`config.mk`:
```
export PLATFORM = sky130hd
export DESIGN_NAME = scpm_strap_mux
export DESIGN_NICKNAME = d
export VERILOG_FILES = /design/src/scpm_pkg.sv /design/src/scpm_strap_mux.sv
export SDC_FILE = /design/constraint.sdc
export NUM_CORES = 1
export LEC_CHECK = 0
export ABC_AREA = 1
export BUFFER_PORTS_ARGS = -buffer_cell sky130_fd_sc_hd__buf_2
export CAP_MARGIN = 20
export CORE_ASPECT_RATIO = 1.5
export CORE_UTILIZATION = 30
export CTS_CLUSTER_DIAMETER = 150
export DETAILED_ROUTE_END_ITERATION = 16
export GPL_ROUTABILITY_DRIVEN = 0
export PLACE_DENSITY = 0.65
export SETUP_SLACK_MARGIN = 0.05
export SLEW_MARGIN = 20
export SYNTH_ARGS = -nofsm -noshare
export SYNTH_HDL_FRONTEND = slang
export SYNTH_SLANG_ARGS = --single-unit
```
`constraint.sdc`:
```
create_clock -name i_clk_sys -period 9.53 [get_ports i_clk_sys]
set_input_delay 0.4765 -clock i_clk_sys [delete_from_list [all_inputs] [get_ports i_clk_sys]]
set_output_delay 0.4765 -clock i_clk_sys [all_outputs]
set_load 0.005 [all_outputs]
```
`src/scpm_pkg.sv`:
```
// Package for the strap configuration and pin multiplexing block
package scpm_pkg;

  // ----------------------------------------------------------------
  // Strap field positions
  // ----------------------------------------------------------------
  localparam int STRAP_W        = 7;
  localparam int STRAP_CS_BIT   = 6;
  localparam int STRAP_BO_BIT   = 5;
  localparam int STRAP_BUS_HI   = 4;
  localparam int STRAP_BUS_LO   = 2;
  localparam int STRAP_GPIO_BIT = 1;
  localparam int STRAP_WAIT_BIT = 0;
  localparam logic [6:0] STRAP_RST = 7'h00;

  // ----------------------------------------------------------------
  // GPIO layout
  // ----------------------------------------------------------------
  localparam int GPIO_W          = 22;
  localparam int GPIO_HOST_CS    = 19;
  localparam int GPIO_STROBE     = 20;
  localparam int GPIO_LCD_TOP    = 13;
  localparam int GPIO_RGB_LO     = 4;
  localparam int GPIO_RGB_HI     = 9;
  localparam int PANEL_DATA_W    = 18;
  localparam int PANEL_HIZ_BIT   = 13;
  localparam logic [21:0] GPIO_ZERO = 22'h00_0000;

  // ----------------------------------------------------------------
  // Host bus types
  // ----------------------------------------------------------------
  typedef enum logic [2:0] {
    BUS_D80_T2 = 3'b000,
    BUS_D80_T3 = 3'b001,
    BUS_I80_T2 = 3'b010,
    BUS_I80_T3 = 3'b011,
    BUS_D80_T1 = 3'b100,
    BUS_D68    = 3'b101,
    BUS_I80_T1 = 3'b110,
    BUS_I68    = 3'b111
  } scpm_bus_e;

  // Strobe scheme used on the host strobe pins
  typedef enum logic [1:0] {
    STB_RW_DS  = 2'b00,
    STB_RD_BE  = 2'b01,
    STB_RD_WEX = 2'b10,
    STB_SPLIT  = 2'b11
  } scpm_stb_e;

  // Indirect types are exactly those with bit 1 set; bits 2 and 0 don't care
  function automatic logic scpm_is_indirect(input logic [2:0] bus);
    scpm_is_indirect = (bus == BUS_I80_T2) || (bus == BUS_I80_T3) ||
                       (bus == BUS_I80_T1) || (bus == BUS_I68);
  endfunction : scpm_is_indirect

endpackage : scpm_pkg

```
`src/scpm_strap_mux.sv`:
```
// Strap capture, host bus decode and GPIO/LCD pin multiplexing
//
// Overview of operation
// - Capture seven straps at reset release only
// - Chip-select strap high gives two-select mode
// - Indirect bus types force one-select mode
// - Byte-order strap high means big endian
// - Three-bit strap field selects host bus type
// - Direction strap high: GPIO inputs, software adjustable
// - Direction strap low: GPIO outputs, software ignored
// - GPIO 21..3 and 0 zero at reset
// - Panel bit 13 set at reset release makes GPIO 2..1 float
// - Direct bus with wait strap: wait when needed
// - Wait strap low: wait never asserted
// - Indirect bus types never use wait
// - PLL mode: clock pin is 32.768 kHz reference
// - PLL bypassed: clock pin is system clock
// - Serial bypass or power save: GPIO19 host select
// - Strobe enable drives camera strobe on GPIO20
// - LCD panel type takes over GPIO 13..0
// - Strobe assignment by bus type; indirect address low
// - Two-select direct: memory and register space selects
// - Generic TFT mode drives syncs and 18 RGB bits
module scpm_strap_mux (
  input  wire logic                         i_clk_sys,
  input  wire logic                         i_rst,
  input  wire logic [scpm_pkg::STRAP_W-1:0] i_strap_inputs,
  input  wire logic                         i_pll_bypass,
  input  wire logic                         i_clock_input_pin,
  input  wire logic                         i_pll_clk,
  input  wire logic                         i_core_need_wait,
  input  wire logic                         i_cs_n,
  input  wire logic                         i_mr_n,
  input  wire logic [scpm_pkg::GPIO_W-1:0]  i_gpio_dir_out,
  input  wire logic [scpm_pkg::GPIO_W-1:0]  i_gpio_out_val,
  input  wire logic [scpm_pkg::GPIO_W-1:0]  i_gpio_pin,
  input  wire logic                         i_panel_ctl_a_b13,
  input  wire logic                         i_panel_ctl_b_b13,
  input  wire logic                         i_serial_bypass,
  input  wire logic                         i_power_save,
  input  wire logic                         i_strobe_en,
  input  wire logic                         i_strobe_ctl,
  input  wire logic                         i_lcd_generic_tft,
  input  wire logic [13:0]                  i_lcd_gpio_use,
  input  wire logic [13:0]                  i_lcd_gpio_val,
  input  wire logic                         i_tft_vsync,
  input  wire logic                         i_tft_hsync,
  input  wire logic                         i_tft_pclk,
  input  wire logic                         i_tft_de,
  input  wire logic [17:0]                  i_tft_rgb,
  output logic                              o_two_cs_mode,
  output logic                              o_big_endian,
  output logic [2:0]                        o_host_bus_type,
  output logic                              o_bus_indirect,
  output logic [1:0]                        o_strobe_scheme,
  output logic                              o_upper_addr_used,
  output logic                              o_gpio_default_in,
  output logic                              o_wait_n,
  output logic                              o_pll_ref_clk,
  output logic                              o_system_clock,
  output logic                              o_memory_space_sel,
  output logic                              o_register_space_sel,
  output logic                              o_host_serial_chip_select_n,
  output logic [scpm_pkg::GPIO_W-1:0]       o_gpio_out,
  output logic [scpm_pkg::GPIO_W-1:0]       o_gpio_oe_n,
  output logic [scpm_pkg::GPIO_W-1:0]       o_gpio_in,
  output logic                              o_panel_frame_pin,
  output logic                              o_panel_line_pin,
  output logic                              o_panel_pixel_clock_pin,
  output logic                              o_panel_data_enable_pin,
  output logic [scpm_pkg::PANEL_DATA_W-1:0] o_panel_data_pins
);
  import scpm_pkg::*;

  // ----------------------------------------------------------------
  // Reset release detection and strap capture
  // ----------------------------------------------------------------
  logic [STRAP_W-1:0] strap_s1_q, strap_s1_d;
  logic [STRAP_W-1:0] strap_s2_q, strap_s2_d;
  logic [STRAP_W-1:0] strap_q, strap_d;
  logic               rel_q, rel_d;
  logic               hiz12_q, hiz12_d;
  logic               panel_hiz;

  assign panel_hiz = i_panel_ctl_a_b13 | i_panel_ctl_b_b13;

  always_comb begin
    strap_s1_d = i_strap_inputs;
    strap_s2_d = strap_s1_q;
    rel_d      = 1'b1;
    strap_d    = strap_q;
    hiz12_d    = hiz12_q;
    // Sample once, on the first edge after reset release
    if (!rel_q) begin
      strap_d = strap_s2_q;
      hiz12_d = panel_hiz;
    end
  end

  // Strap synchroniser runs through reset so stage 2 is settled at release
  always_ff @(posedge i_clk_sys) begin
    strap_s1_q <= strap_s1_d;
    strap_s2_q <= strap_s2_d;
  end
  always_ff @(posedge i_clk_sys or posedge i_rst) begin
    if (i_rst) begin
      strap_q    <= STRAP_RST;
      rel_q      <= 1'b0;
      hiz12_q    <= 1'b0;
    end else begin
      strap_q    <= strap_d;
      rel_q      <= rel_d;
      hiz12_q    <= hiz12_d;
    end
  end

  // ----------------------------------------------------------------
  // Host bus configuration decode
  // ----------------------------------------------------------------
  logic [2:0] bus;
  logic       indirect;
  logic       wait_use;

  assign bus      = strap_q[STRAP_BUS_HI:STRAP_BUS_LO];
  assign indirect = scpm_is_indirect(bus);
  assign wait_use = strap_q[STRAP_WAIT_BIT] & ~indirect;

  always_comb begin
    o_host_bus_type   = bus;
    o_bus_indirect    = indirect;
    o_two_cs_mode     = strap_q[STRAP_CS_BIT] & ~indirect;
    o_big_endian      = strap_q[STRAP_BO_BIT];
    o_gpio_default_in = strap_q[STRAP_GPIO_BIT];
    o_upper_addr_used = ~indirect;
    case (bus)
      BUS_D68, BUS_I68:       o_strobe_scheme = STB_RW_DS;
      BUS_D80_T1, BUS_I80_T1: o_strobe_scheme = STB_RD_BE;
      BUS_D80_T2, BUS_I80_T2: o_strobe_scheme = STB_RD_WEX;
      BUS_D80_T3, BUS_I80_T3: o_strobe_scheme = STB_SPLIT;
      default:                o_strobe_scheme = STB_RD_BE;
    endcase
  end

  // Wait only on cycles the core flags, and only when allowed
  always_comb begin
    o_wait_n = ~(wait_use & i_core_need_wait & rel_q);
  end

  // Space selects, active high
  always_comb begin
    if (o_two_cs_mode) begin
      o_memory_space_sel   = ~i_cs_n;
      o_register_space_sel = ~i_mr_n;
    end else begin
      o_memory_space_sel   = ~i_cs_n & i_mr_n;
      o_register_space_sel = ~i_cs_n & ~i_mr_n & ~indirect;
    end
  end

  // ----------------------------------------------------------------
  // Clock selection
  // ----------------------------------------------------------------
  assign o_pll_ref_clk  = i_pll_bypass ? 1'b0 : i_clock_input_pin;
  assign o_system_clock = i_pll_bypass ? i_clock_input_pin : i_pll_clk;

  // ----------------------------------------------------------------
  // GPIO input synchronisers
  // ----------------------------------------------------------------
  logic [GPIO_W-1:0] gin_s1_q, gin_s1_d;
  logic [GPIO_W-1:0] gin_s2_q, gin_s2_d;

  always_comb begin
    gin_s1_d = i_gpio_pin;
    gin_s2_d = gin_s1_q;
  end

  always_ff @(posedge i_clk_sys or posedge i_rst) begin
    if (i_rst) begin
      gin_s1_q <= GPIO_ZERO;
      gin_s2_q <= GPIO_ZERO;
    end else begin
      gin_s1_q <= gin_s1_d;
      gin_s2_q <= gin_s2_d;
    end
  end

  // ----------------------------------------------------------------
  // GPIO pin multiplexing
  // ----------------------------------------------------------------
  logic [GPIO_W-1:0] out_d, out_q;
  logic [GPIO_W-1:0] oe_n_d, oe_n_q;
  logic              host_cs_in;

  assign host_cs_in = i_serial_bypass | i_power_save;

  generate
    for (genvar g = 0; g < GPIO_W; g++) begin : g_gpio
      localparam int LCD_IDX = (g <= GPIO_LCD_TOP) ? g : 0;
      localparam int RGB_IDX = (g >= GPIO_RGB_LO && g <= GPIO_RGB_HI) ? GPIO_RGB_HI - g : 0;
      always_comb begin
        if (strap_q[STRAP_GPIO_BIT]) begin
          oe_n_d[g] = ~i_gpio_dir_out[g];
        end else begin
          oe_n_d[g] = 1'b0;
        end
        out_d[g] = i_gpio_out_val[g];
        if ((g == 1 || g == 2) && hiz12_q) begin
          oe_n_d[g] = 1'b1;
        end
        if (g <= GPIO_LCD_TOP) begin
          if (i_lcd_gpio_use[LCD_IDX]) begin
            oe_n_d[g] = 1'b0;
            out_d[g]  = i_lcd_gpio_val[LCD_IDX];
          end
          if (i_lcd_generic_tft && g >= GPIO_RGB_LO && g <= GPIO_RGB_HI) begin
            oe_n_d[g] = 1'b0;
            out_d[g]  = i_tft_rgb[RGB_IDX];
          end
        end
        if (g == GPIO_HOST_CS && host_cs_in) begin
          oe_n_d[g] = 1'b1;
        end
        if (g == GPIO_STROBE && i_strobe_en) begin
          oe_n_d[g] = 1'b0;
          out_d[g]  = i_strobe_ctl;
        end
      end
    end
  endgenerate

  always_ff @(posedge i_clk_sys or posedge i_rst) begin
    if (i_rst) begin
      out_q  <= GPIO_ZERO;
      oe_n_q <= ~GPIO_ZERO;
    end else begin
      out_q  <= out_d;
      oe_n_q <= oe_n_d;
    end
  end

  // Pins float with zero values in reset; the first cycle after release drives them per the all-zero reset strap
  assign o_gpio_out  = out_q;
  assign o_gpio_oe_n = oe_n_q;
  assign o_gpio_in   = gin_s2_q;
  assign o_host_serial_chip_select_n = host_cs_in ? gin_s2_q[GPIO_HOST_CS] : 1'b1;

  // ----------------------------------------------------------------
  // Panel control and data pins
  // ----------------------------------------------------------------
  logic [3:0]              pctl_d, pctl_q;
  logic [PANEL_DATA_W-1:0] pdat_d, pdat_q;

  always_comb begin
    if (i_lcd_generic_tft) begin
      pctl_d = {i_tft_vsync, i_tft_hsync, i_tft_pclk, i_tft_de};
      pdat_d = i_tft_rgb;
    end else begin
      pctl_d = 4'h0;
      pdat_d = 18'h0_0000;
    end
  end

  always_ff @(posedge i_clk_sys or posedge i_rst) begin
    if (i_rst) begin
      pctl_q <= 4'h0;
      pdat_q <= 18'h0_0000;
    end else begin
      pctl_q <= pctl_d;
      pdat_q <= pdat_d;
    end
  end

  assign o_panel_frame_pin       = pctl_q[3];
  assign o_panel_line_pin        = pctl_q[2];
  assign o_panel_pixel_clock_pin = pctl_q[1];
  assign o_panel_data_enable_pin = pctl_q[0];
  assign o_panel_data_pins       = pdat_q;

  // ----------------------------------------------------------------
  // Checks
  // ----------------------------------------------------------------
  property p_strap_hold;
    @(posedge i_clk_sys) disable iff (i_rst)
    rel_q |=> (strap_q == $past(strap_q));
  endproperty
  a_strap_hold: assert property (p_strap_hold) else $error("strap changed after capture");

  property p_indirect_one_cs;
    @(posedge i_clk_sys) disable iff (i_rst)
    indirect |-> !o_two_cs_mode;
  endproperty
  a_indirect_one_cs: assert property (p_indirect_one_cs) else $error("two-select on indirect");

  property p_two_cs;
    @(posedge i_clk_sys) disable iff (i_rst)
    (strap_q[STRAP_CS_BIT] && !indirect) |-> o_two_cs_mode;
  endproperty
  a_two_cs: assert property (p_two_cs) else $error("two-select mode missing");

  property p_no_wait;
    @(posedge i_clk_sys) disable iff (i_rst)
    (!strap_q[STRAP_WAIT_BIT] || indirect) |-> o_wait_n;
  endproperty
  a_no_wait: assert property (p_no_wait) else $error("wait asserted while unused");

  property p_wait_when_needed;
    @(posedge i_clk_sys) disable iff (i_rst)
    (rel_q && wait_use) |-> (o_wait_n == !i_core_need_wait);
  endproperty
  a_wait_when_needed: assert property (p_wait_when_needed) else $error("wait not tied to need");

  property p_gpio_out_mode;
    @(posedge i_clk_sys) disable iff (i_rst)
    (rel_q && !strap_q[STRAP_GPIO_BIT] && !i_serial_bypass && !i_power_save && !hiz12_q)
      |=> (oe_n_q == GPIO_ZERO);
  endproperty
  a_gpio_out_mode: assert property (p_gpio_out_mode) else $error("GPIO not all outputs");

  property p_strobe_pin;
    @(posedge i_clk_sys) disable iff (i_rst)
    i_strobe_en |=> (!oe_n_q[GPIO_STROBE] && out_q[GPIO_STROBE] == $past(i_strobe_ctl));
  endproperty
  a_strobe_pin: assert property (p_strobe_pin) else $error("strobe not on GPIO20");

  property p_host_cs_in;
    @(posedge i_clk_sys) disable iff (i_rst)
    host_cs_in |=> oe_n_q[GPIO_HOST_CS];
  endproperty
  a_host_cs_in: assert property (p_host_cs_in) else $error("GPIO19 driven in bypass");

  property p_tft_data;
    @(posedge i_clk_sys) disable iff (i_rst)
    i_lcd_generic_tft |=> (o_panel_data_pins == $past(i_tft_rgb));
  endproperty
  a_tft_data: assert property (p_tft_data) else $error("panel data mismatch");

endmodule : scpm_strap_mux

```
==> impl.org <==
** Run status
- Status :: finished, final reports clean

** Yosys
- Summed over all instances, the cell type with the most area after synthesis is dfrtp_1.
- Net count of the mapped netlist :: 461
- In the post-synthesis netlist, the biggest area contributors are dfrtp_1, dfstp_2, dfxtp_1, nand2_1, inv_1.
- Synthesis Warnings :: 0
- Number of storage elements in the synthesis netlist :: 133
- Number of synthesized flops with an enable pin :: 0
- The synthesized netlist occupies a cell area of 4104 um^2.
- After synthesis, the share of flip-flops with an asynchronous set or reset is 0.8947.
- Among all cell types in the netlist, the one instantiated most often is dfrtp_1.
- Ranking of synthesized cells by instance count :: dfrtp_1, nand2_1, inv_1
- Synth Instances :: 323
- The number of different library cells used by synthesis comes to 21.
- Dividing the synthesized area by the synthesized cell count gives 12.71 um^2.
- Synth Flop Type :: dfrtp_1
- The share of synthesized area in the top cell type comes to 0.5915.
- Of the synthesized area, sequential elements account for 0.8006.

** Place
- IO Port Bufs :: 241
- OpenSTA, run right after detailed placement, puts the worst setup slack at 7557 ps.
- Half-perimeter wire length after detailed placement :: 7257 um

** Worst setup path
- Walking the worst path, the cells encountered are inv_1, nand2_1, a21oi_1, buf_2.
- In this run the number of cells on the critical path is 4.
- The largest single stage delay on the critical path is 390 ps.
- Setup slack on the worst reg-to-reg path comes out at 8410 ps.
- Counting both buffers and inverters, the worst setup path holds a total of 2.
- Arrival time of data at the critical path endpoint :: 1280 ps
- In this run the critical register-to-register path is captured at hiz12_q.
- FF-to-FF path depth :: 3
- Top fanout value on the critical path :: 5
- The largest individual stage delay along the critical path comes from the cell dfrtp_1.
- Req. time, crit path :: 9050 ps
- Capturing element type of the critical path :: primary output
- RR Startpoint :: rel_q
- Capture point of the critical path :: o_memory_space_sel
- Path type of the worst setup path :: reg2out
- In this design, the largest share of critical-path delay is due to flip-flops.
- The most critical setup path has its startpoint at strap_q[3].
- The worst setup path is launched from a flop.

** Global routing
- The first global-routing pass estimated 15680 um of wire.
- The via count of the first global-routing pass was 3254.
- Number of antenna violations at the first check in global routing :: 0
- Overflow left after global routing :: 0
- Maximum number of pins on one net before global-route repair :: 72
- Gr usage total :: 0.1438

** STA
- PnR worst setup slack :: 7770 ps
- Of the available clock period, the critical path in the final layout requires 0.1847.
- Measured against its own limit, the worst slew margin works out to 0.4207.
- Subtracting the final worst setup slack from the clock period gives 1760 ps.
- Endpoints failing hold :: 0
- Based on the critical path, the design can be clocked at up to 568.2 MHz.
- Setup total negative slack on the finished layout was measured at 0 ps.
- Count of pins over their slew limit :: 0
- Unrepaired setup endpoints after global routing :: false
- Worst Hold Margin :: 140.7 ps
- Number of setup violations in the final report :: 0
- The clock arrives with 6.204 ps of skew.
- At the pin with the least slew margin, the transition time is 868.9 ps.

** Routing
- Routed vias/inst :: 4.075
- # DRC :: 0
- The routed design has 9744 um of wire.
- Before antenna repair, the detailed router went through 4 iterations.
- In the final routed layout, each cell accounts on average for 12.97 um.
- In this run the remaining antenna-violating nets after routing total 0.
- Violation count after the first detailed-route iteration :: 64
- Vias post-DR :: 3060

** Clock network
- CTS built an H-tree with a depth of 4.
- Clock latency on the worst-skew pair, taken at its later pin, is 400 ps.
- Clock Tree Buf Depth :: 2
- Clock tree synthesis found a total of 133 sinks.
- TritonCTS built the clock tree.
- CTS placed an instance of clkbuf_16 at the clock tree root.
- Clock-pin slew was measured on the worst setup and hold paths at 60 ps.
- Once the clock tree was built, the setup fixing pass inserted 0 buffers.
- The number of clock buffers added by TritonCTS is 17.
- Hold Buf Count CTS :: 0
- Resize count post-CTS :: 0

** Power and ir drop
- LEAKAGE :: 3.443 nW
- Power per cell area :: 225.7 nW/um^2
- IR analysis of the VDD net gives a maximum drop of 0.1092 mV.

** Layout
- After the last flow step, the layout net total stands at 714.
- Number of inserted filler cells in the final layout :: 1275
- Of the cells placed in the final design, the portion with a size suffix greater than 1 is 0.5127.
- Antenna diode count :: 0
- Relative to the synthesized area, the layout overhead comes to 47.77%.

** Floorplan
- The core region is 13400 um^2.
- Initial Utilization :: 0.3062
- Die area :: 14160 um^2
- Measured along the x axis, the die boundary spans 97.50 um.
- The die is 145.2 um tall.
- Std-Cell Rows :: 52
- 242 I/O pins were placed.

** Worst hold path
- Hold/Removal Path Class :: in2async

** Flow run
- Max-cap violations in this run came to 0.
==> stage by stage <==
| step | instance area (um^2) | std cells | power [mW] | util |
|---|---|---|---|---|
| after floorplan | 4104 | 323 | 0.6545 | - |
| after global placement | 5459 | 719 | 0.7172 | 0.4073 |
| after detailed placement | 5459 | 719 | 0.7202 | 0.4073 |
| after CTS | 6065 | 751 | 1.391 | 0.4525 |
| after global routing | 6065 | 751 | 1.429 | 0.4525 |
| final | 6065 | 751 | 1.369 | 0.4525 |
==> per-layer routing <==
layer | part of all wire | wire [um] | vias up | GRT usage
li1 | - | - | 1461 | -
met1 | 0.41 | 3987 | 1437 | 0.1690
met2 | 0.50 | 4914 | 145 | 0.2385
met3 | 0.064 | 623 | 17 | 0.04191
met4 | 0.022 | 218 | 0 | 0.07132
met5 | 0 | 0 | - | 0
==> layout make-up <==
class | count | area, um^2 | share of cell area
inverter | 62 | 235.2 | 0.03879
timing repair buffer | 242 | 1214 | 0.2001
tap | 162 | 202.7 | 0.03342
sequential | 133 | 3286 | 0.5418
clock buffer | 18 | 429.2 | 0.07077
multi-input combinational | 120 | 521.8 | 0.08603
clock inverter | 14 | 176.4 | 0.02909
==> flip-flops by register name, summed over array words and instances, names as in the netlist <==
| name | count |
|---|---|
| strap_s2_q | 7 |
| o_panel_data_pins | 18 |
| o_gpio_out | 22 |
| pctl_q | 4 |
| strap_q | 7 |
| o_gpio_oe_n | 22 |
| o_gpio_in | 22 |
| rel_q | 1 |
| hiz12_q | 1 |
| gin_s1_q | 22 |
| strap_s1_q | 7 |
==> where the power goes <==
part | internal (mW) | total, mW | switching (mW)
registers | 0.599 | 0.609 | 0.00994
logic | 0.0463 | 0.0988 | 0.0524
clock network | 0.415 | 0.661 | 0.246
total | 1.06 | 1.37 | 0.308
==> cell families after synthesis <==
kind of cell,synth area share
xor+xnor,0.002135
flops,0.8006
compound gates,0.02835
other cells,0.0009138
simple gates,0.09573
buf+inv,0.07226
==> how the worst min path moves through the flow <==
stage                endpoint  cells past startpoint  slack [ps]              start
2_1_floorplan   strap_s2_q[0]                      0         310      strap_s1_q[0]
3_3_place_gp    strap_s2_q[5]                      0         310      strap_s1_q[5]
3_5_place_dp    strap_s2_q[4]                      0         310      strap_s1_q[4]
4_1_cts        o_gpio_out[16]                      2         150              i_rst
6_report       o_gpio_out[15]                      2         140              i_rst
5_1_grt         strap_s1_q[4]                      1         150  i_strap_inputs[4]
==> cells in the final DEF (no fill, tap or decap), drive strengths merged <==
master and instances:
buf 242, dfrtp 97, nand2 67, inv 66
dfstp 22, clkbuf 18, o21ai 16, dfxtp 14
nor3 13, nor2 9, nand3 6, clkinv 6
a21oi 5, bufinv 3, xor2 1, or2 1
nand4 1, clkinvlp 1, conb 1
(Power assumes the default switching activity.)
